## src/adsf_defs.svh

```systemverilog
// Constants for the attendant select and dial pulse filter block.
// Assumes a 200 MHz clock; included by bare name.
`ifndef ADSF_DEFS_SVH
`define ADSF_DEFS_SVH
// ==========================================================
// Store word fields
`define ADSF_GROUP_HI 6
`define ADSF_GROUP_LO 5
`define ADSF_MEMBER_HI 13
`define ADSF_MEMBER_LO 12
// ==========================================================
// Sizes
`define ADSF_ATTENDANTS 12
`define ADSF_PER_GROUP 3
`define ADSF_TRUNKS 6
`define ADSF_TRUNKS_PER_BUS 6
// ==========================================================
// Timing
`define ADSF_CLK_PS 5000
`define ADSF_SWITCH_NS 800
`define ADSF_SWITCH_CYC ((`ADSF_SWITCH_NS * 1000) / `ADSF_CLK_PS)
`define ADSF_HIT_MS 75
`define ADSF_ONHOOK_MS 300
`define ADSF_FLASH_MS 100
`define ADSF_BURST_MS 50
// Scaled down first so the product stays inside 32-bit integer arithmetic
`define ADSF_MS_CYC(ms) (((ms) * 1000000) / (`ADSF_CLK_PS / 1000))
`define ADSF_FLASH_CYC `ADSF_MS_CYC(`ADSF_FLASH_MS)
`define ADSF_BURST_CYC `ADSF_MS_CYC(`ADSF_BURST_MS)
`define ADSF_TIMER_W 25
`endif

```

## src/adsf_pkg.sv

```systemverilog
// Types for the attendant select and dial pulse filter block.
// Assumes adsf_defs.svh is on the include path.
`include "adsf_defs.svh"
package adsf_pkg;
  typedef logic [`ADSF_ATTENDANTS-1:0] adsf_att_t;
  typedef logic [`ADSF_TRUNKS-1:0] adsf_trunk_t;
  typedef logic [`ADSF_TIMER_W-1:0] adsf_timer_t;
  typedef enum logic [2:0] {
    VERDICT_NONE,
    VERDICT_ADVANCE,
    VERDICT_HOLD,
    VERDICT_MSG_DIRECT,
    VERDICT_MSG_REINT
  } adsf_verdict_t;
endpackage

```

## src/adsf_core.sv

```systemverilog
// Attendant selection, digit trunk supervision and scanner dial pulse filter for one time division control.
// Assumes all inputs come from store, pretranslator and scanner logic on clk.
//
// How it works
// RULE1: Decode store word bits 6,5,13,12.
// RULE2: Bits 6,5 pick group; 13,12 member.
// RULE3: Attendant switch closes on select plus strobe.
// RULE4: Relay held while one select per cycle.
// RULE5: Twelve consoles, one line per control.
// RULE6: Trunks map to buses in sixes.
// RULE7: Six trunk switches follow scan bus state.
// RULE8: Off-hook trunk pulses inhibit in its slot.
// RULE9: Short on-hook hits keep inhibit running.
// RULE10: Long on-hook times out the filter.
// RULE11: One fixed burst per on-hook transition.
// RULE12: Compare scan counter with calling address.
// RULE13: Off-hook change: no advance, no message.
// RULE14: On-hook change: force advance, no message.
// RULE15: Flash start treated as dial pulse.
// RULE16: Flash timeout sends direct on-hook message.
// RULE17: Return off-hook resumes inhibit, reinterrogates.
// RULE18: Abandon reports like flash timeout.
// RULE19: Enabled switch stays closed 800 ns.
// RULE20: Inhibit in slot masks as off-hook.
`timescale 1ns/1ps
`include "adsf_defs.svh"
module adsf_core
  import adsf_pkg::*;
#(
  parameter int unsigned FLASH_CYC = `ADSF_FLASH_CYC,
  parameter int unsigned BURST_CYC = `ADSF_BURST_CYC
) (
  input wire logic clk,
  input wire logic rst,
  input wire logic [1:0] tdcNumber,
  input wire logic [31:0] storeWord,
  input wire logic storeWordValid,
  input wire logic storeCycleStart,
  input wire logic specialGroupStrobe,
  input wire adsf_trunk_t digitTrunkEnable,
  input wire logic scanBusState,
  input wire logic [9:0] scanCountLow,
  input wire logic [9:0] callingAddress,
  input wire logic changeDetected,
  input wire logic scanPointOffHook,
  input wire logic lastLookOffHook,
  output adsf_att_t attendantSelect,
  output adsf_att_t attendantSwitchClosed,
  output adsf_att_t attendantRelay,
  output adsf_trunk_t trunkSwitchClosed,
  output logic trunkSwitchLevel,
  output logic [4:0] trunkFirstNumber,
  output logic digitTrunkScanInhibit,
  output adsf_trunk_t toneBurst,
  output logic forceAdvance,
  output logic sendMessage,
  output logic skipReinterrogation
);
  localparam adsf_timer_t FLASH_CNT = adsf_timer_t'(FLASH_CYC);
  localparam adsf_timer_t BURST_CNT = adsf_timer_t'(BURST_CYC);
  localparam logic [7:0] SWITCH_CNT = 8'(`ADSF_SWITCH_CYC);

  // ==========================================================
  // Functions
  function automatic adsf_att_t att_decode(input logic [1:0] grp, input logic [1:0] member);
    logic [3:0] idx;
    idx = 4'(grp * `ADSF_PER_GROUP) + 4'(member) - 4'h1;
    att_decode = (member == 2'h0) ? '0 : adsf_att_t'(1) << idx;
  endfunction

  function automatic logic [1:0] bus_of_trunk(input logic [4:0] number);
    bus_of_trunk = 2'((number - 5'h01) / 5'(`ADSF_TRUNKS_PER_BUS));
  endfunction

  // ==========================================================
  // Attendant selection
  wire logic [1:0] attGroup = storeWord[`ADSF_GROUP_HI:`ADSF_GROUP_LO]; // RULE1
  wire logic [1:0] attMember = storeWord[`ADSF_MEMBER_HI:`ADSF_MEMBER_LO]; // RULE1
  wire adsf_att_t attDecoded = storeWordValid ? att_decode(attGroup, attMember) : '0; // RULE2 RULE5

  adsf_att_t attendantSelect_q;
  adsf_att_t relay_q;
  adsf_att_t relaySeen_q;
  always_ff @(posedge clk or posedge rst) begin
    if (rst) begin
      attendantSelect_q <= '0;
    end else begin
      attendantSelect_q <= attDecoded;
    end
  end

  // Set wins over the store cycle roll so a pulse on the boundary is kept
  wire adsf_att_t relaySeenD = storeCycleStart ? attendantSelect_q : (relaySeen_q | attendantSelect_q); // RULE4
  wire adsf_att_t relayD = storeCycleStart ? (relaySeen_q | attendantSelect_q) : (relay_q | attendantSelect_q); // RULE4
  always_ff @(posedge clk or posedge rst) begin
    if (rst) begin
      relaySeen_q <= '0;
      relay_q <= '0;
    end else begin
      relaySeen_q <= relaySeenD;
      relay_q <= relayD;
    end
  end

  // ==========================================================
  // Switch closure timing, shared by all switches of this control
  logic [7:0] swTimer_q;
  adsf_att_t attSwMask_q;
  adsf_trunk_t trunkSwMask_q;
  logic trunkLevel_q;
  wire logic swLoad = specialGroupStrobe && ((|attendantSelect_q) || (|digitTrunkEnable)); // RULE3 RULE7
  wire logic swActive = (swTimer_q != 8'h00);
  always_ff @(posedge clk or posedge rst) begin
    if (rst) begin
      swTimer_q <= 8'h00;
      attSwMask_q <= '0;
      trunkSwMask_q <= '0;
      trunkLevel_q <= 1'b0;
    end else if (swLoad) begin
      swTimer_q <= SWITCH_CNT; // RULE19
      attSwMask_q <= attendantSelect_q; // RULE3
      trunkSwMask_q <= digitTrunkEnable; // RULE7
      trunkLevel_q <= scanBusState; // RULE7
    end else if (swActive) begin
      swTimer_q <= swTimer_q - 8'h01; // RULE19
    end
  end

  // ==========================================================
  // Digit trunk supervision
  logic [4:0] trunkFirst_q;
  always_ff @(posedge clk or posedge rst) begin
    if (rst) begin
      trunkFirst_q <= 5'h01;
    end else begin
      trunkFirst_q <= 5'(tdcNumber * `ADSF_TRUNKS_PER_BUS) + 5'h01; // RULE6
    end
  end

  adsf_trunk_t assigned_q;
  adsf_trunk_t assignSeen_q;
  adsf_trunk_t partyOffHook_q;
  adsf_trunk_t timedOut;
  adsf_trunk_t burstStart;
  adsf_trunk_t burstOn;
  adsf_timer_t onHookCnt_q [`ADSF_TRUNKS];
  adsf_timer_t burstCnt_q [`ADSF_TRUNKS];

  wire adsf_trunk_t assignSeenD = storeCycleStart ? digitTrunkEnable : (assignSeen_q | digitTrunkEnable);
  wire adsf_trunk_t assignedD = storeCycleStart ? (assignSeen_q | digitTrunkEnable) : (assigned_q | digitTrunkEnable);
  always_ff @(posedge clk or posedge rst) begin
    if (rst) begin
      assignSeen_q <= '0;
      assigned_q <= '0;
    end else begin
      assignSeen_q <= assignSeenD;
      assigned_q <= assignedD;
    end
  end

  for (genvar i = 0; i < `ADSF_TRUNKS; i++) begin : g_trunk
    // A newly assigned party counts as off-hook
    wire logic sampleNow = digitTrunkEnable[i];
    assign timedOut[i] = (onHookCnt_q[i] >= FLASH_CNT); // RULE10 RULE16
    assign burstStart[i] = sampleNow && assigned_q[i] && partyOffHook_q[i] && !scanBusState; // RULE11
    assign burstOn[i] = (burstCnt_q[i] != '0);
    always_ff @(posedge clk or posedge rst) begin
      if (rst) begin
        partyOffHook_q[i] <= 1'b1;
        onHookCnt_q[i] <= '0;
        burstCnt_q[i] <= '0;
      end else begin
        if (!assigned_q[i] && !sampleNow) begin
          partyOffHook_q[i] <= 1'b1;
        end else if (sampleNow) begin
          partyOffHook_q[i] <= scanBusState;
        end
        // Hits shorter than the timeout never reach it, so inhibit keeps going
        if (partyOffHook_q[i] || !assigned_q[i]) begin
          onHookCnt_q[i] <= '0; // RULE9 RULE17
        end else if (!timedOut[i]) begin
          onHookCnt_q[i] <= onHookCnt_q[i] + 1'b1; // RULE9 RULE15
        end
        // Burst length is fixed and ignores how long the pulse lasts
        if (burstStart[i]) begin
          burstCnt_q[i] <= BURST_CNT; // RULE11
        end else if (burstOn[i]) begin
          burstCnt_q[i] <= burstCnt_q[i] - 1'b1; // RULE11
        end
      end
    end
  end

  wire logic inhibitNow = |(digitTrunkEnable & ~timedOut); // RULE8 RULE15
  logic inhibit_q;
  always_ff @(posedge clk or posedge rst) begin
    if (rst) begin
      inhibit_q <= 1'b0;
    end else begin
      inhibit_q <= inhibitNow; // RULE8
    end
  end

  // ==========================================================
  // Scanner dial pulse filter
  wire logic matchNow = storeWordValid && (|digitTrunkEnable) && (scanCountLow == callingAddress); // RULE12
  logic callerMatch_q;
  logic inhibitSeen_q;
  always_ff @(posedge clk or posedge rst) begin
    if (rst) begin
      callerMatch_q <= 1'b0;
      inhibitSeen_q <= 1'b0;
    end else begin
      callerMatch_q <= matchNow || (callerMatch_q && !storeCycleStart); // RULE12
      inhibitSeen_q <= (matchNow && inhibitNow) || (inhibitSeen_q && !storeCycleStart); // RULE20
    end
  end

  // Inhibit seen in the party's slot masks the scan point as off-hook
  adsf_verdict_t verdict;
  always_comb begin
    verdict = VERDICT_NONE;
    if (changeDetected) begin
      if (!callerMatch_q) begin
        verdict = VERDICT_MSG_REINT;
      end else if (!inhibitSeen_q) begin
        verdict = VERDICT_MSG_DIRECT; // RULE16 RULE18
      end else if (!scanPointOffHook) begin
        verdict = VERDICT_ADVANCE; // RULE14 RULE15
      end else if (!lastLookOffHook) begin
        verdict = VERDICT_MSG_REINT; // RULE17
      end else begin
        verdict = VERDICT_HOLD; // RULE13 RULE20
      end
    end
  end

  logic advance_q;
  logic message_q;
  logic direct_q;
  always_ff @(posedge clk or posedge rst) begin
    if (rst) begin
      advance_q <= 1'b0;
      message_q <= 1'b0;
      direct_q <= 1'b0;
    end else begin
      case (verdict)
        VERDICT_ADVANCE: begin
          advance_q <= 1'b1;
          message_q <= 1'b0;
          direct_q <= 1'b0;
        end
        VERDICT_MSG_DIRECT: begin
          advance_q <= 1'b0;
          message_q <= 1'b1;
          direct_q <= 1'b1;
        end
        VERDICT_MSG_REINT: begin
          advance_q <= 1'b0;
          message_q <= 1'b1;
          direct_q <= 1'b0;
        end
        default: begin
          advance_q <= 1'b0;
          message_q <= 1'b0;
          direct_q <= 1'b0;
        end
      endcase
    end
  end

  // ==========================================================
  // Outputs
  assign attendantSelect = attendantSelect_q;
  assign attendantSwitchClosed = swActive ? attSwMask_q : '0;
  assign attendantRelay = relay_q;
  assign trunkSwitchClosed = swActive ? trunkSwMask_q : '0;
  assign trunkSwitchLevel = trunkLevel_q;
  assign trunkFirstNumber = trunkFirst_q;
  assign digitTrunkScanInhibit = inhibit_q;
  assign toneBurst = burstOn;
  assign forceAdvance = advance_q;
  assign sendMessage = message_q;
  assign skipReinterrogation = direct_q;

  // ==========================================================
  // Assertions
  logic [8:0] closedLen_q;
  adsf_att_t strobeSel_q;
  always_ff @(posedge clk or posedge rst) begin
    if (rst) begin
      closedLen_q <= 9'h000;
      strobeSel_q <= '0;
    end else begin
      closedLen_q <= (swActive && !swLoad) ? closedLen_q + 9'h001 : 9'h000;
      strobeSel_q <= (specialGroupStrobe && attendantSelect != '0) ? attendantSelect : strobeSel_q;
    end
  end

  property p_attDecode;
    @(posedge clk) disable iff (rst)
      (storeWordValid && storeWord[13:12] != 2'h0) |=> ($onehot(attendantSelect)
        && attendantSelect == att_decode($past(storeWord[6:5]), $past(storeWord[13:12])));
  endproperty
  a_attDecode: assert property (p_attDecode) else $error("attendant decode wrong"); // RULE1 RULE2

  property p_attNone;
    @(posedge clk) disable iff (rst)
      (storeWord[13:12] == 2'h0) |=> (attendantSelect == '0);
  endproperty
  a_attNone: assert property (p_attNone) else $error("attendant selected with zero member"); // RULE2

  property p_switchClose;
    @(posedge clk) disable iff (rst)
      (specialGroupStrobe && attendantSelect != '0) |=> (attendantSwitchClosed == strobeSel_q)[*8];
  endproperty
  a_switchClose: assert property (p_switchClose) else $error("attendant switch not closed"); // RULE3

  property p_switchLen;
    @(posedge clk) disable iff (rst)
      closedLen_q <= 9'(`ADSF_SWITCH_CYC);
  endproperty
  a_switchLen: assert property (p_switchLen) else $error("switch closed too long"); // RULE19

  property p_relayHold;
    @(posedge clk) disable iff (rst)
      (attendantSelect != '0) |=> ((attendantRelay & $past(attendantSelect)) == $past(attendantSelect));
  endproperty
  a_relayHold: assert property (p_relayHold) else $error("relay not held"); // RULE4

  property p_relayDrop;
    @(posedge clk) disable iff (rst)
      (storeCycleStart && relaySeen_q == '0 && attendantSelect == '0) |=> (attendantRelay == '0);
  endproperty
  a_relayDrop: assert property (p_relayDrop) else $error("relay held without pulses"); // RULE4

  property p_bus;
    @(posedge clk) disable iff (rst)
      $stable(tdcNumber) |=> (bus_of_trunk(trunkFirstNumber) == $past(tdcNumber));
  endproperty
  a_bus: assert property (p_bus) else $error("trunk bus mapping wrong"); // RULE6

  property p_inhibitSlot;
    @(posedge clk) disable iff (rst)
      digitTrunkScanInhibit |-> $past(|digitTrunkEnable);
  endproperty
  a_inhibitSlot: assert property (p_inhibitSlot) else $error("inhibit outside trunk slot"); // RULE8

  property p_timeout;
    @(posedge clk) disable iff (rst)
      (digitTrunkEnable == 6'h01 && timedOut[0]) |=> !digitTrunkScanInhibit;
  endproperty
  a_timeout: assert property (p_timeout) else $error("inhibit after timeout"); // RULE10 RULE16

  property p_burst;
    @(posedge clk) disable iff (rst)
      burstStart[0] |=> toneBurst[0] ##1 toneBurst[0];
  endproperty
  a_burst: assert property (p_burst) else $error("burst not started"); // RULE11

  property p_advance;
    @(posedge clk) disable iff (rst)
      (changeDetected && callerMatch_q && inhibitSeen_q && !scanPointOffHook) |=> (forceAdvance && !sendMessage);
  endproperty
  a_advance: assert property (p_advance) else $error("dial pulse not filtered"); // RULE14

  property p_hold;
    @(posedge clk) disable iff (rst)
      (changeDetected && callerMatch_q && inhibitSeen_q && scanPointOffHook && lastLookOffHook)
        |=> (!forceAdvance && !sendMessage);
  endproperty
  a_hold: assert property (p_hold) else $error("off-hook change not held"); // RULE13 RULE20

  property p_direct;
    @(posedge clk) disable iff (rst)
      (changeDetected && callerMatch_q && !inhibitSeen_q) |=> (sendMessage && skipReinterrogation);
  endproperty
  a_direct: assert property (p_direct) else $error("flash message not direct"); // RULE16 RULE18

  property p_reint;
    @(posedge clk) disable iff (rst)
      (changeDetected && callerMatch_q && inhibitSeen_q && scanPointOffHook && !lastLookOffHook)
        |=> (sendMessage && !skipReinterrogation);
  endproperty
  a_reint: assert property (p_reint) else $error("return off-hook not reinterrogated"); // RULE17

  c_flash: cover property (@(posedge clk) disable iff (rst) sendMessage && skipReinterrogation);
  c_advance: cover property (@(posedge clk) disable iff (rst) forceAdvance);
  c_relay: cover property (@(posedge clk) disable iff (rst) attendantRelay != '0 ##1 attendantRelay == '0);
  c_burst: cover property (@(posedge clk) disable iff (rst) $rose(toneBurst[0]));

endmodule // adsf_core

```

## config.mk

```make
export PLATFORM = sky130hd
export DESIGN_NAME = adsf_core
export DESIGN_NICKNAME = d
export VERILOG_FILES = /design/src/adsf_pkg.sv /design/src/adsf_core.sv
export VERILOG_INCLUDE_DIRS = /design/src
export SDC_FILE = /design/constraint.sdc
export NUM_CORES = 1
export LEC_CHECK = 0
export BUFFER_PORTS_ARGS = -buffer_cell sky130_fd_sc_hd__buf_4
export CAP_MARGIN = 10
export CORE_ASPECT_RATIO = 1.2
export CORE_MARGIN = 2
export CORE_UTILIZATION = 30
export DETAILED_ROUTE_END_ITERATION = 8
export SLEW_MARGIN = 20
export SYNTH_ARGS = -nofsm -noshare
export SYNTH_HDL_FRONTEND = slang
export SYNTH_SLANG_ARGS = --single-unit
```

## constraint.sdc

```tcl
create_clock -name clk -period 16.85 [get_ports clk]
set_clock_uncertainty 0.05 [all_clocks]
set_input_delay 3.37 -clock clk [delete_from_list [all_inputs] [get_ports clk]]
set_output_delay 3.37 -clock clk [all_outputs]
set_load 0.01 [all_outputs]
```

# Yosys cells after proc, flatten, opt, wreduce, memory -nomap -nowiden
# Index checks and enable logic that the tools add are counted.
dict set report word_totals {
  word_cells 207
  input_bits 69
  reg_bits 392
}
dict set report classes {
  mux 54
  mul 2
  bitwise 6
  n_shift 1
  n_addsub 16
  n_reduce_logical 78
  magnitude_cmp 6
  eq_ne 10
}
# operator n
set op_table {}
lappend op_table {{25-bit 2-to-1 mux} 24}
lappend op_table {{25-bit by 1-bit adder with 25-bit output (second input constant)} 6}
lappend op_table {{25-bit >= comparator (second input constant)} 6}
lappend op_table {{25-bit nonzero test} 6}
lappend op_table {{25-bit by 1-bit subtractor with 25-bit output (second input constant)} 6}
lappend op_table {{12-bit 2-to-1 mux} 5}
lappend op_table {{1-bit logical AND} 30}
lappend op_table {{2-bit nonzero test} 13}
lappend op_table {{12-bit bitwise OR} 2}
lappend op_table {{6-bit 2-to-1 mux} 3}
lappend op_table {{8-bit 2-to-1 mux} 2}
lappend op_table {{1-bit 2-to-1 mux} 15}
lappend op_table {{3-bit 2-to-1 mux} 5}
lappend op_table {{1-bit zero test} 14}
lappend op_table {{2-bit by 1-bit inequality test with 1-bit output (second input constant)} 6}
lappend op_table {{6-bit bitwise OR} 2}
lappend op_table {{12-bit OR reduction} 1}
lappend op_table {{6-bit OR reduction} 2}
lappend op_table {{1-bit by 4-bit << shifter with 12-bit output (first input constant)} 1}
lappend op_table {{10-bit equality test} 1}
lappend op_table {{1-bit logical OR} 9}
lappend op_table {{2-bit by 2-bit multiplier with 4-bit output (second input constant)} 2}
lappend op_table {{8-bit nonzero test} 1}
lappend op_table {{8-bit by 1-bit subtractor with 8-bit output (second input constant)} 1}
lappend op_table {{10 further kinds} 10}

# Depth between registers and ports, before layout
# Gate-level depths: netlist of run 1.
dict set report depth {
  depth_word 8
  ltp_mapped 10
}

# Worst setup path before layout of run 1
# No wires, ideal clock.
dict set report synth_path {
  kind {register to output}
  start {reg swTimer_q[2]}
  end {out attendantSwitchClosed[10]}
  arrival_time_ps 1950
  slack_ps 11480
  path_stages_with_launch 6
  path_buffers 1
  required_time_ps 13430
  cell_sequence {dfrtp_1 or3_1 or2_2 nor4b_2 clkbuf_1 nor2b_1}
}
dict set report synth_via {
  elab_chain_len 2
}
# item line
set synth_lines {}
lappend synth_lines {{from (decl)} adsf_core.sv:107} ;# logic [7:0] swTimer_q;
lappend synth_lines {{from (signal assigned)} adsf_core.sv:125} ;# swTimer_q <= swTimer_q - 8'h01;
lappend synth_lines {{8-bit nonzero test} adsf_core.sv:112} ;# wire logic swActive = (swTimer_q != 8'h00);
lappend synth_lines {{12-bit 2-to-1 mux} adsf_core.sv:275} ;# assign attendantSwitchClosed = swActive ? attSwMask_q : '0;
lappend synth_lines {{to (decl)} adsf_core.sv:48} ;# output adsf_att_t attendantSwitchClosed,
# Every way passes these cells.

# Worst setup path in the final report of run 1
dict set report layout_path {
  start {reg burstCnt_q[43] in the netlist's numbering}
  end {out toneBurst[4]}
}
dict set report layout_via {
  elab_chain_len 1
}
# item line
set layout_lines {}
lappend layout_lines {{from (decl)} adsf_core.sv:147} ;# adsf_timer_t burstCnt_q [`ADSF_TRUNKS];
lappend layout_lines {{from (signal, indexed assignment)} adsf_core.sv:188} ;# burstCnt_q[i] <= burstCnt_q[i] - 1'b1;
lappend layout_lines {{25-bit nonzero test} adsf_core.sv:166} ;# assign burstOn[i] = (burstCnt_q[i] != '0);
lappend layout_lines {{to (decl)} adsf_core.sv:54} ;# output adsf_trunk_t toneBurst,
# Every way passes these cells.

==> impl_results.md, run 1 <==
- DIE WIDTH: 237.6 um
- Max Root-Sink Buffers: 3
- Fin crit share: 0.3833
- Total congestion overflow after global routing: 0
- Number of synthesized flops with an enable pin: 0
- Combinational share of power: 0.140
- Post-Layout Inst Area: 0.02262 mm^2
- Data arrival, critical path: 3.04 ns
- TritonRoute pass-1 iters: 5
- Std-Cell Rows: 102
- First-iteration detailed-routing DRC count: 1029
- Clock Sinks: 391
- Internal reg-to-reg setup slack: 14.02 ns
- RePlAce Congestion: ~0.83
- Max Cap Viol: 0
- Register-to-Register Path Depth: 7
- Final Setup Violations: 0
- Wire length of the first global-routing pass: 77490 um
- Half-perimeter wire length after detailed placement: 31340 um
- FILL cells: 6421
- Total area of multi-input combinational cells: 0.009339 mm^2
- Worst min-delay path class: reg -> reg
- Worst-case hold slack: around 0.42 ns
- Number of antenna-violating nets in the routed design: 0
- Required time of the critical path: 13.43 ns
- Detailed-route vias per instance: 5.096
- Overall track demand over capacity in global routing: 0.1387
- Total Die Area: slightly below 0.07 mm^2
- Worst-path clk slew: about 0.060 ns
- Tightest Pin Transition: 1.070 ns
- Total placed cells including tap cells: approximately 2900
- Max rail drop VDD: 62.60 uV
- Max FO, Critical Path: 12
- Number of clock buffers inserted by TritonCTS: 44
- Total standard cell area after synthesis: 0.01965 mm^2
- Number of flip-flops and latches in the synthesized netlist: 391
- Vias after detailed routing: 15170
- Area of the core: 0.06470 mm^2
- Layout cells sized above 1: 0.1119
- Reg-to-reg critical path startpoint: burstCnt_q[43]
- Reg power frac: 0.463
- Initial standard-cell utilization of the core: 0.3037
- Total number of H-tree levels: 2
- Vertical extent of the die: 284.4 um
- Sum of internal, switching and leakage power: between 2000 and 2500 uW
- Pwr per Cell Area: 106.1 mW/mm^2
- Worst hold path cell count: 2
- Cts repair resizes: 0
- Share of synthesized flip-flops with an asynchronous set or reset: 1.000
- Most common flop cell mapped by yosys: sky130_fd_sc_hd__dfrtp_1
- Number of global-route vias before repair: 14940
- Number of I/O port buffers: 97
- Number of pins with negative max-slew slack in the final report: 0
- Cell Int Power: between 1500 and 2000 uW
- Initial antenna violation count: 0
- Total area of sequential cells: 0.009792 mm^2
- Cell count after synthesis: between 2000 and 2500
- Hold violation count in the final report: 0
- Setup Buffers After CTS: 0
- Element type at the critical path start: flop
- Post-route minimum period: 6.458 ns
- Post-place instance area: around 0.021 mm^2
- Net count, final: between 2000 and 2500
- Worst relative slew slack: 0.2866
- Sequential fraction of the synthesis area: 0.4982
- Switching part of the total power: 0.2840
- Diodes inserted: 0
- Maximum number of pins on one net before global-route repair: 119
- Highest-count cells in the layout ignoring fill and taps: sky130_fd_sc_hd__dfrtp_1 (385), sky130_fd_sc_hd__nor2_1 (294), sky130_fd_sc_hd__nand2_1 (174)
- Syn. warnings: 0
- Mean Syn Cell Area: approximately 9.6 um^2
- DRC violation count after routing: 0
- Setup repair after global routing missed its margin: false
- Result of the run: complete, no violations
- Setup TNS: 0 ns
- Most frequent standard cell in the layout excluding fill and tap cells: sky130_fd_sc_hd__dfrtp_1
- Number of unique standard cell types used by synthesis: 81
- Endpoint class of the critical path: primary output
- Achievable Freq: 154.8 MHz
- Boundary pin count: 127
- Routed wire per std cell: between 15 and 20 um
- Classification of the worst setup path: reg -> out
- Syn_nets: 2139
- Reg-to-reg endpoint: burstCnt_q[40]
- Signed area change from the synthesized netlist to the final layout: 15.10%
- Last element of the critical path: toneBurst[4]
- Clk Latency, worst-skew pair: about 0.58 ns
- NetSw: 682.0 uW
- CTS Root Buffer Type: sky130_fd_sc_hd__clkbuf_16
- Origin of the worst setup path: burstCnt_q[43]
- Total leakage power: 0.009630 uW
- Total detailed-routing wirelength: 46880 um
- Non-filler instance count after layout: just under 3000
- Hold bufs inserted after CTS: 0
- Clock tree from TritonCTS: yes
- Power share of the clock group: 0.397
cell type report:
cell class / instances / area share
Timing Repair Buffer: 111 / 0.03684
Inverter: 49 / 0.008463
Multi-Input combinational cell: 1514 / 0.4129
Clock buffer: 60 / 0.05493
Clock inverter: 20 / 0.007965
Sequential cell: 391 / 0.4329
Tap cell: 832 / 0.04602
how the worst min path moves through the flow:
stage                           startpoint             endpoint
after floorplan              inhibitSeen_q  skipReinterrogation
after global placement     relaySeen_q[11]      relaySeen_q[11]
after detailed placement  trunkSwMask_q[1]     trunkSwMask_q[1]
after CTS                 trunkSwMask_q[1]     trunkSwMask_q[1]
after global routing       assignSeen_q[1]      assignSeen_q[1]
final                     trunkSwMask_q[1]     trunkSwMask_q[1]
cell families (layout without fill, tap and decap cells):
group,after synthesis,after routing,share of synthesized area
DFF,391,391,0.4982
other,1,1,0.0001908
muxes,17,17,0.009613
and+or+nand+nor,1025,1025,0.2691
xor gates and xnor gates,244,244,0.1087
AOI/OAI and AO/OA,200,200,0.06863
adders and majority gates,27,27,0.01757
buffers and inverters,138,240,0.02795
per-stage QoR:
stage | worst slack [ns] | utilization
after floorplan | 2.571 | -
after global placement | 10.90 | 0.3275
after detailed placement | 10.85 | 0.3276
after CTS | 10.38 | 0.3495
after global routing | 10.27 | 0.3496
final | 10.39 | 0.3496
state kept, by name, summed over array words and instances, names as in the netlist:
| signal | flops |
|---|---|
| callerMatch_q | 1 |
| digitTrunkScanInhibit | 1 |
| trunkFirstNumber | 4 |
| inhibitSeen_q | 1 |
| trunkSwitchLevel | 1 |
| assignSeen_q | 6 |
| attSwMask_q | 12 |
| onHookCnt_q | 150 |
| assigned_q | 6 |
| attendantSelect | 12 |
| forceAdvance | 1 |
| attendantRelay | 12 |
| burstCnt_q | 150 |
| skipReinterrogation | 1 |
| swTimer_q | 8 |
| partyOffHook_q | 6 |
| sendMessage | 1 |
| relaySeen_q | 12 |
| trunkSwMask_q | 6 |
worst max-delay path, cell delays in order, from the launching register on:
cell,delay (ns)
sky130_fd_sc_hd__dfrtp_1,0.42
sky130_fd_sc_hd__or4_1,0.62
sky130_fd_sc_hd__or4b_1,0.61
sky130_fd_sc_hd__nor3_4,0.42
sky130_fd_sc_hd__inv_2,0.20
sky130_fd_sc_hd__buf_4,0.20
power groups by stage:
stage / registers, uW / clock network (uW) / logic, uW
after floorplan: 1110 / 0 / 255
after global placement: 1120 / 0 / 327
after detailed placement: 1130 / 0 / 340
after CTS: 1110 / 980 / 343
after global routing: 1120 / 1020 / 385
final: 1110 / 952 / 337
routing by layer:
layer,up-vias,GRT usage,wire (um)
met1,7544,0.1890,21870
met5,-,0,0
met2,319,0.2253,21670
met4,0,0.03931,1032
li1,7238,-,-
met3,70,0.02525,2304
Yosys cell counts, types with 9 or more instances:
master | instances | share of area
sky130_fd_sc_hd__nor3_1 | 83 | 0.021
sky130_fd_sc_hd__nor4_1 | 63 | 0.020
sky130_fd_sc_hd__a211o_1 | 22 | 0.0098
sky130_fd_sc_hd__mux2_2 | 15 | 0.0086
sky130_fd_sc_hd__o21ai_0 | 34 | 0.0087
sky130_fd_sc_hd__nand2b_1 | 22 | 0.0070
sky130_fd_sc_hd__nand4_1 | 57 | 0.018
sky130_fd_sc_hd__and2_1 | 17 | 0.0054
sky130_fd_sc_hd__a211oi_1 | 12 | 0.0046
sky130_fd_sc_hd__xnor2_1 | 107 | 0.048
sky130_fd_sc_hd__nor2b_1 | 43 | 0.014
sky130_fd_sc_hd__clkbuf_1 | 70 | 0.013
sky130_fd_sc_hd__nand3_1 | 93 | 0.024
sky130_fd_sc_hd__nand2_1 | 174 | 0.033
sky130_fd_sc_hd__inv_1 | 48 | 0.0092
sky130_fd_sc_hd__and4_1 | 16 | 0.0071
sky130_fd_sc_hd__nand4b_1 | 10 | 0.0045
sky130_fd_sc_hd__buf_2 | 9 | 0.0023
sky130_fd_sc_hd__or3_1 | 32 | 0.010
sky130_fd_sc_hd__a31oi_1 | 16 | 0.0051
sky130_fd_sc_hd__xor2_1 | 137 | 0.061
sky130_fd_sc_hd__and3_1 | 40 | 0.013
sky130_fd_sc_hd__a21oi_1 | 48 | 0.012
sky130_fd_sc_hd__a21o_1 | 19 | 0.0073
sky130_fd_sc_hd__dfrtp_1 | 385 | 0.49
sky130_fd_sc_hd__nor2_1 | 294 | 0.056
sky130_fd_sc_hd__ha_1 | 26 | 0.017
sky130_fd_sc_hd__nor4b_1 | 9 | 0.0040
sky130_fd_sc_hd__or4_1 | 19 | 0.0073
Power figures use the tool's default switching activity.
==> run 2, diff against run 1 <==
ABC_AREA = 1   (was unset)
clock period = 5.8 ns   (was 16.85 ns; I/O delays follow)
==> run 2 against run 1 <==
Against the previous run: first-iteration DRC count grew 19%; synthesized area grew 14%; synthesized cell count grew 52%; die area grew 14%; clock power grew to 3.2 times the previous value; critical path type unchanged; highest routed layer unchanged.
==> impl_results.md, run 2 <==
- Detailed-route vias per instance: 4.648 (-8.8%)
- Critical path buffer and inverter count: 2 (unchanged)
- Layout cells sized above 1: 0.08539 (-0.02650)
- Overall track demand over capacity in global routing: 0.1464 (+0.007686)
- Boundary pin count: 127 (unchanged)
- Total standard cell area after synthesis: 0.02250 mm^2 (+14%)
- Setup repair after global routing missed its margin: false
- Initial standard-cell utilization of the core: 0.3016 (-0.002168)
- CTS Root Buffer Type: sky130_fd_sc_hd__clkbuf_16
- Mean Syn Cell Area: 7.259 um^2 (-25%)
- Share of synthesized flip-flops with an asynchronous set or reset: 1.000 (unchanged)
- Std-Cell Rows: 110 (+7.8%)
- Switching part of the total power: 0.2957 (+0.01167)
- First-iteration detailed-routing DRC count: 1222 (+19%)
- Reg power frac: 0.435 (-0.028)
- Setup Buffers After CTS: 0 (unchanged)
- Max rail drop VDD: 202.3 uV (+220%)
- Cell Int Power: 5166 uW (+200%)
- Max FO, Critical Path: 22 (+10)
- CP max-delay cell: sky130_fd_sc_hd__nor2_2
- Sequential fraction of the synthesis area: 0.4353 (-0.06296)
- Worst relative slew slack: 0.2885 (+0.001896)
- Number of synthesized flops with an enable pin: 0 (unchanged)
- Ordered list of cells on the worst path: inv_1, ha_1, nand3_1, nor2_2, nor2_1, buf_4
- Synth cell count leaders: sky130_fd_sc_hd__nand2_1 (631), sky130_fd_sc_hd__nor2_1 (511), sky130_fd_sc_hd__inv_1 (449), sky130_fd_sc_hd__dfrtp_1 (385), sky130_fd_sc_hd__o21ai_0 (211)
- Family with the most delay on the worst path: simple AND/OR/NAND/NOR gates
- Setup slack at placement: 2.270 ns (-8.582 ns)
- Net count, final: 3304 (+50%)
- DRC violation count after routing: 0 (unchanged)
- Required time of the critical path: 4.59 ns (-8.84 ns)
- Pwr per Cell Area: 282.5 mW/mm^2 (+170%)
- Non-filler instance count after layout: 4252 (+43%)
- Highest-count cells in the layout ignoring fill and taps: sky130_fd_sc_hd__nand2_1 (631), sky130_fd_sc_hd__nor2_1 (510), sky130_fd_sc_hd__inv_1 (447)
- Combinational share of power: 0.153 (+0.013)
- Most frequent cell after synthesis: sky130_fd_sc_hd__nand2_1
- Max Cap Viol: 0 (unchanged)
- Result of the run: complete, no violations
- Number of flip-flops and latches in the synthesized netlist: 391 (unchanged)
- Syn_nets: 3195 (+49%)
- Routed wire per std cell: 13.02 um (-17%)
- FILL cells: 8028 (+25%)
- Endpoint class of the critical path: primary output
- Maximum number of pins on one net before global-route repair: 163 (+37%)
- Total detailed-routing wirelength: 55380 um (+18%)
- Top post-synthesis cells by area: sky130_fd_sc_hd__dfrtp_1 (43%), sky130_fd_sc_hd__nand2_1 (11%), sky130_fd_sc_hd__nor2_1 (8.5%)
- Hold violation count in the final report: 0 (unchanged)
- RePlAce Congestion: 0.8940 (+8.3%)
- Total Die Area: 0.07720 mm^2 (+14%)
- Cts repair resizes: 0 (unchanged)
- Hold bufs inserted after CTS: 0 (unchanged)
- Signed area change from the synthesized netlist to the final layout: 15.41%
- Data arrival, critical path: 2.43 ns (-0.61 ns)
- Total leakage power: 0.01156 uW (+20%)
- Worst-path clk slew: 0.06 ns (about the same)
- Tightest Pin Transition: 1.061 ns (-0.009401 ns)
- Wire length of the first global-routing pass: 94940 um (+23%)
- Fin crit share: 0.6277
- Slowest Stage Delay on Critical Path: 0.79 ns (+0.17 ns)
- Internal reg-to-reg setup slack: 2.98 ns (-11.04 ns)
- Classification of the worst setup path: reg -> out
- Most common flop cell mapped by yosys: sky130_fd_sc_hd__dfrtp_1
- Number of global-route vias before repair: 19560 (+31%)
- Initial antenna violation count: 0 (unchanged)
- Total number of H-tree levels: 2 (unchanged)
- Largest registers: burstCnt_q x150, onHookCnt_q x150
- Cell count after synthesis: 3099 (+52%)
- Half-perimeter wire length after detailed placement: 39930 um (+27%)
- Element type at the critical path start: flop
- Syn. warnings: 0 (unchanged)
- Number of unique standard cell types used by synthesis: 51 (-37%)
- NetSw: 2169 uW (+220%)
- Cell type contributing the most total cell area after synthesis: sky130_fd_sc_hd__dfrtp_1
- Worst min-delay path class: reg -> reg
- Diodes inserted: 0 (unchanged)
- Number of I/O port buffers: 97 (unchanged)
- Vias after detailed routing: 19760 (+30%)
- Number of clock buffers inserted by TritonCTS: 44 (unchanged)
- Share of Yosys cell area claimed by the top area cell type: 0.4283 (-0.06195)
- Number of pins with negative max-slew slack in the final report: 0 (unchanged)
- Vertical extent of the die: 304.0 um (+6.9%)
- Max Root-Sink Buffers: 3 (unchanged)
- Final Setup Violations: 0 (unchanged)
- Achievable Freq: 274.7 MHz
- Clock Sinks: 391 (unchanged)
- Clk Latency, worst-skew pair: 0.59 ns (about the same)
- TritonRoute pass-1 iters: 5 (unchanged)
- DIE WIDTH: 254.0 um (+6.9%)
- Area of the core: 0.07460 mm^2 (+15%)
- Final cell utilization of the core: 0.3480 (-0.001539)
- Worst-case setup margin in the final layout: 2.159 ns (-8.233 ns)
- Power share of the clock group: 0.412 (+0.015)
- Post-route minimum period: 3.641 ns
- Clock tree from TritonCTS: yes
- Number of antenna-violating nets in the routed design: 0 (unchanged)
- Total congestion overflow after global routing: 0 (unchanged)
- Most frequent standard cell in the layout excluding fill and tap cells: sky130_fd_sc_hd__nand2_1
- Total placed cells including tap cells: 4170 (+44%)
## run 2: path summary, 6_finish.rpt
path | depth (start not counted) | from | to
worst min register to register | 1 | inhibitSeen_q | skipReinterrogation
worst max-delay path | 6 | swTimer_q[0] | trunkSwitchClosed[1]
worst max register to register | 9 | burstCnt_q[50] | burstCnt_q[57]
min in group asynchronous | 2 | rst | onHookCnt_q[129]
worst min-delay path | 1 | inhibitSeen_q | skipReinterrogation
max in group asynchronous | 3 | rst | burstCnt_q[70]
## run 2: metal layers
| layer | track usage | vias to the layer above | wire (um) |
|---|---|---|---|
| li1 | - | 10210 | - |
| met1 | 0.1863 | 9135 | 25460 |
| met2 | 0.2528 | 321 | 26460 |
| met3 | 0.02241 | 96 | 2014 |
| met4 | 0.04679 | 0 | 1447 |
| met5 | 0 | - | 0 |
## run 2: final cells by class
type                       instances  area, um^2  share of cell area
clock inverter                    29       375.4             0.01446
clock buffer                      53        1195             0.04602
timing repair buffer             112       865.8             0.03335
tap                             1008        1261             0.04858
sequential                       391        9792              0.3772
inverter                         465        1749             0.06737
multi-input combinational       2194       10720              0.4131
## run 2: worst reg2reg max path: cells and delay by family (launching register included)
kind,cells,cell delay [ns]
AND/OR/NAND/NOR,4,1.36
buffers and inverters,3,0.52
flip-flops,1,0.41
adder cells (fa/ha/maj),1,0.23
AO/OA/AOI/OAI,1,0.14
## run 2: logic make-up after synthesis
group                      synth area share
AOI/OAI and AO/OA                   0.09172
and+or+nand+nor                      0.3333
buffers and inverters               0.08833
adders and majority gates           0.01535
xor gates and xnor gates            0.03582
other                             0.0001667
DFF                                  0.4353
## run 2: power groups by stage
stage	sequential, uW	clock (uW)	combinational, uW
finish	3190	3020	1120
global route	3230	3230	1320
CTS	3190	3130	1140
detailed placement	3230	0	1140
global placement	3230	0	1110
floorplan	3190	0	846
## run 2: per-stage QoR
| stage | TNS, ns | area, um^2 | hold WS, ns | power [uW] |
|---|---|---|---|---|
| floorplan | -256.02 | 22500 | 0.3824 | 4031 |
| finish | 0 | 25960 | 0.4162 | 7334 |
| detailed placement | 0 | 24390 | 0.4093 | 4366 |
| CTS | 0 | 25960 | 0.4199 | 7453 |
| global placement | 0 | 24390 | 0.4042 | 4348 |
| global route | 0 | 25960 | 0.4530 | 7777 |
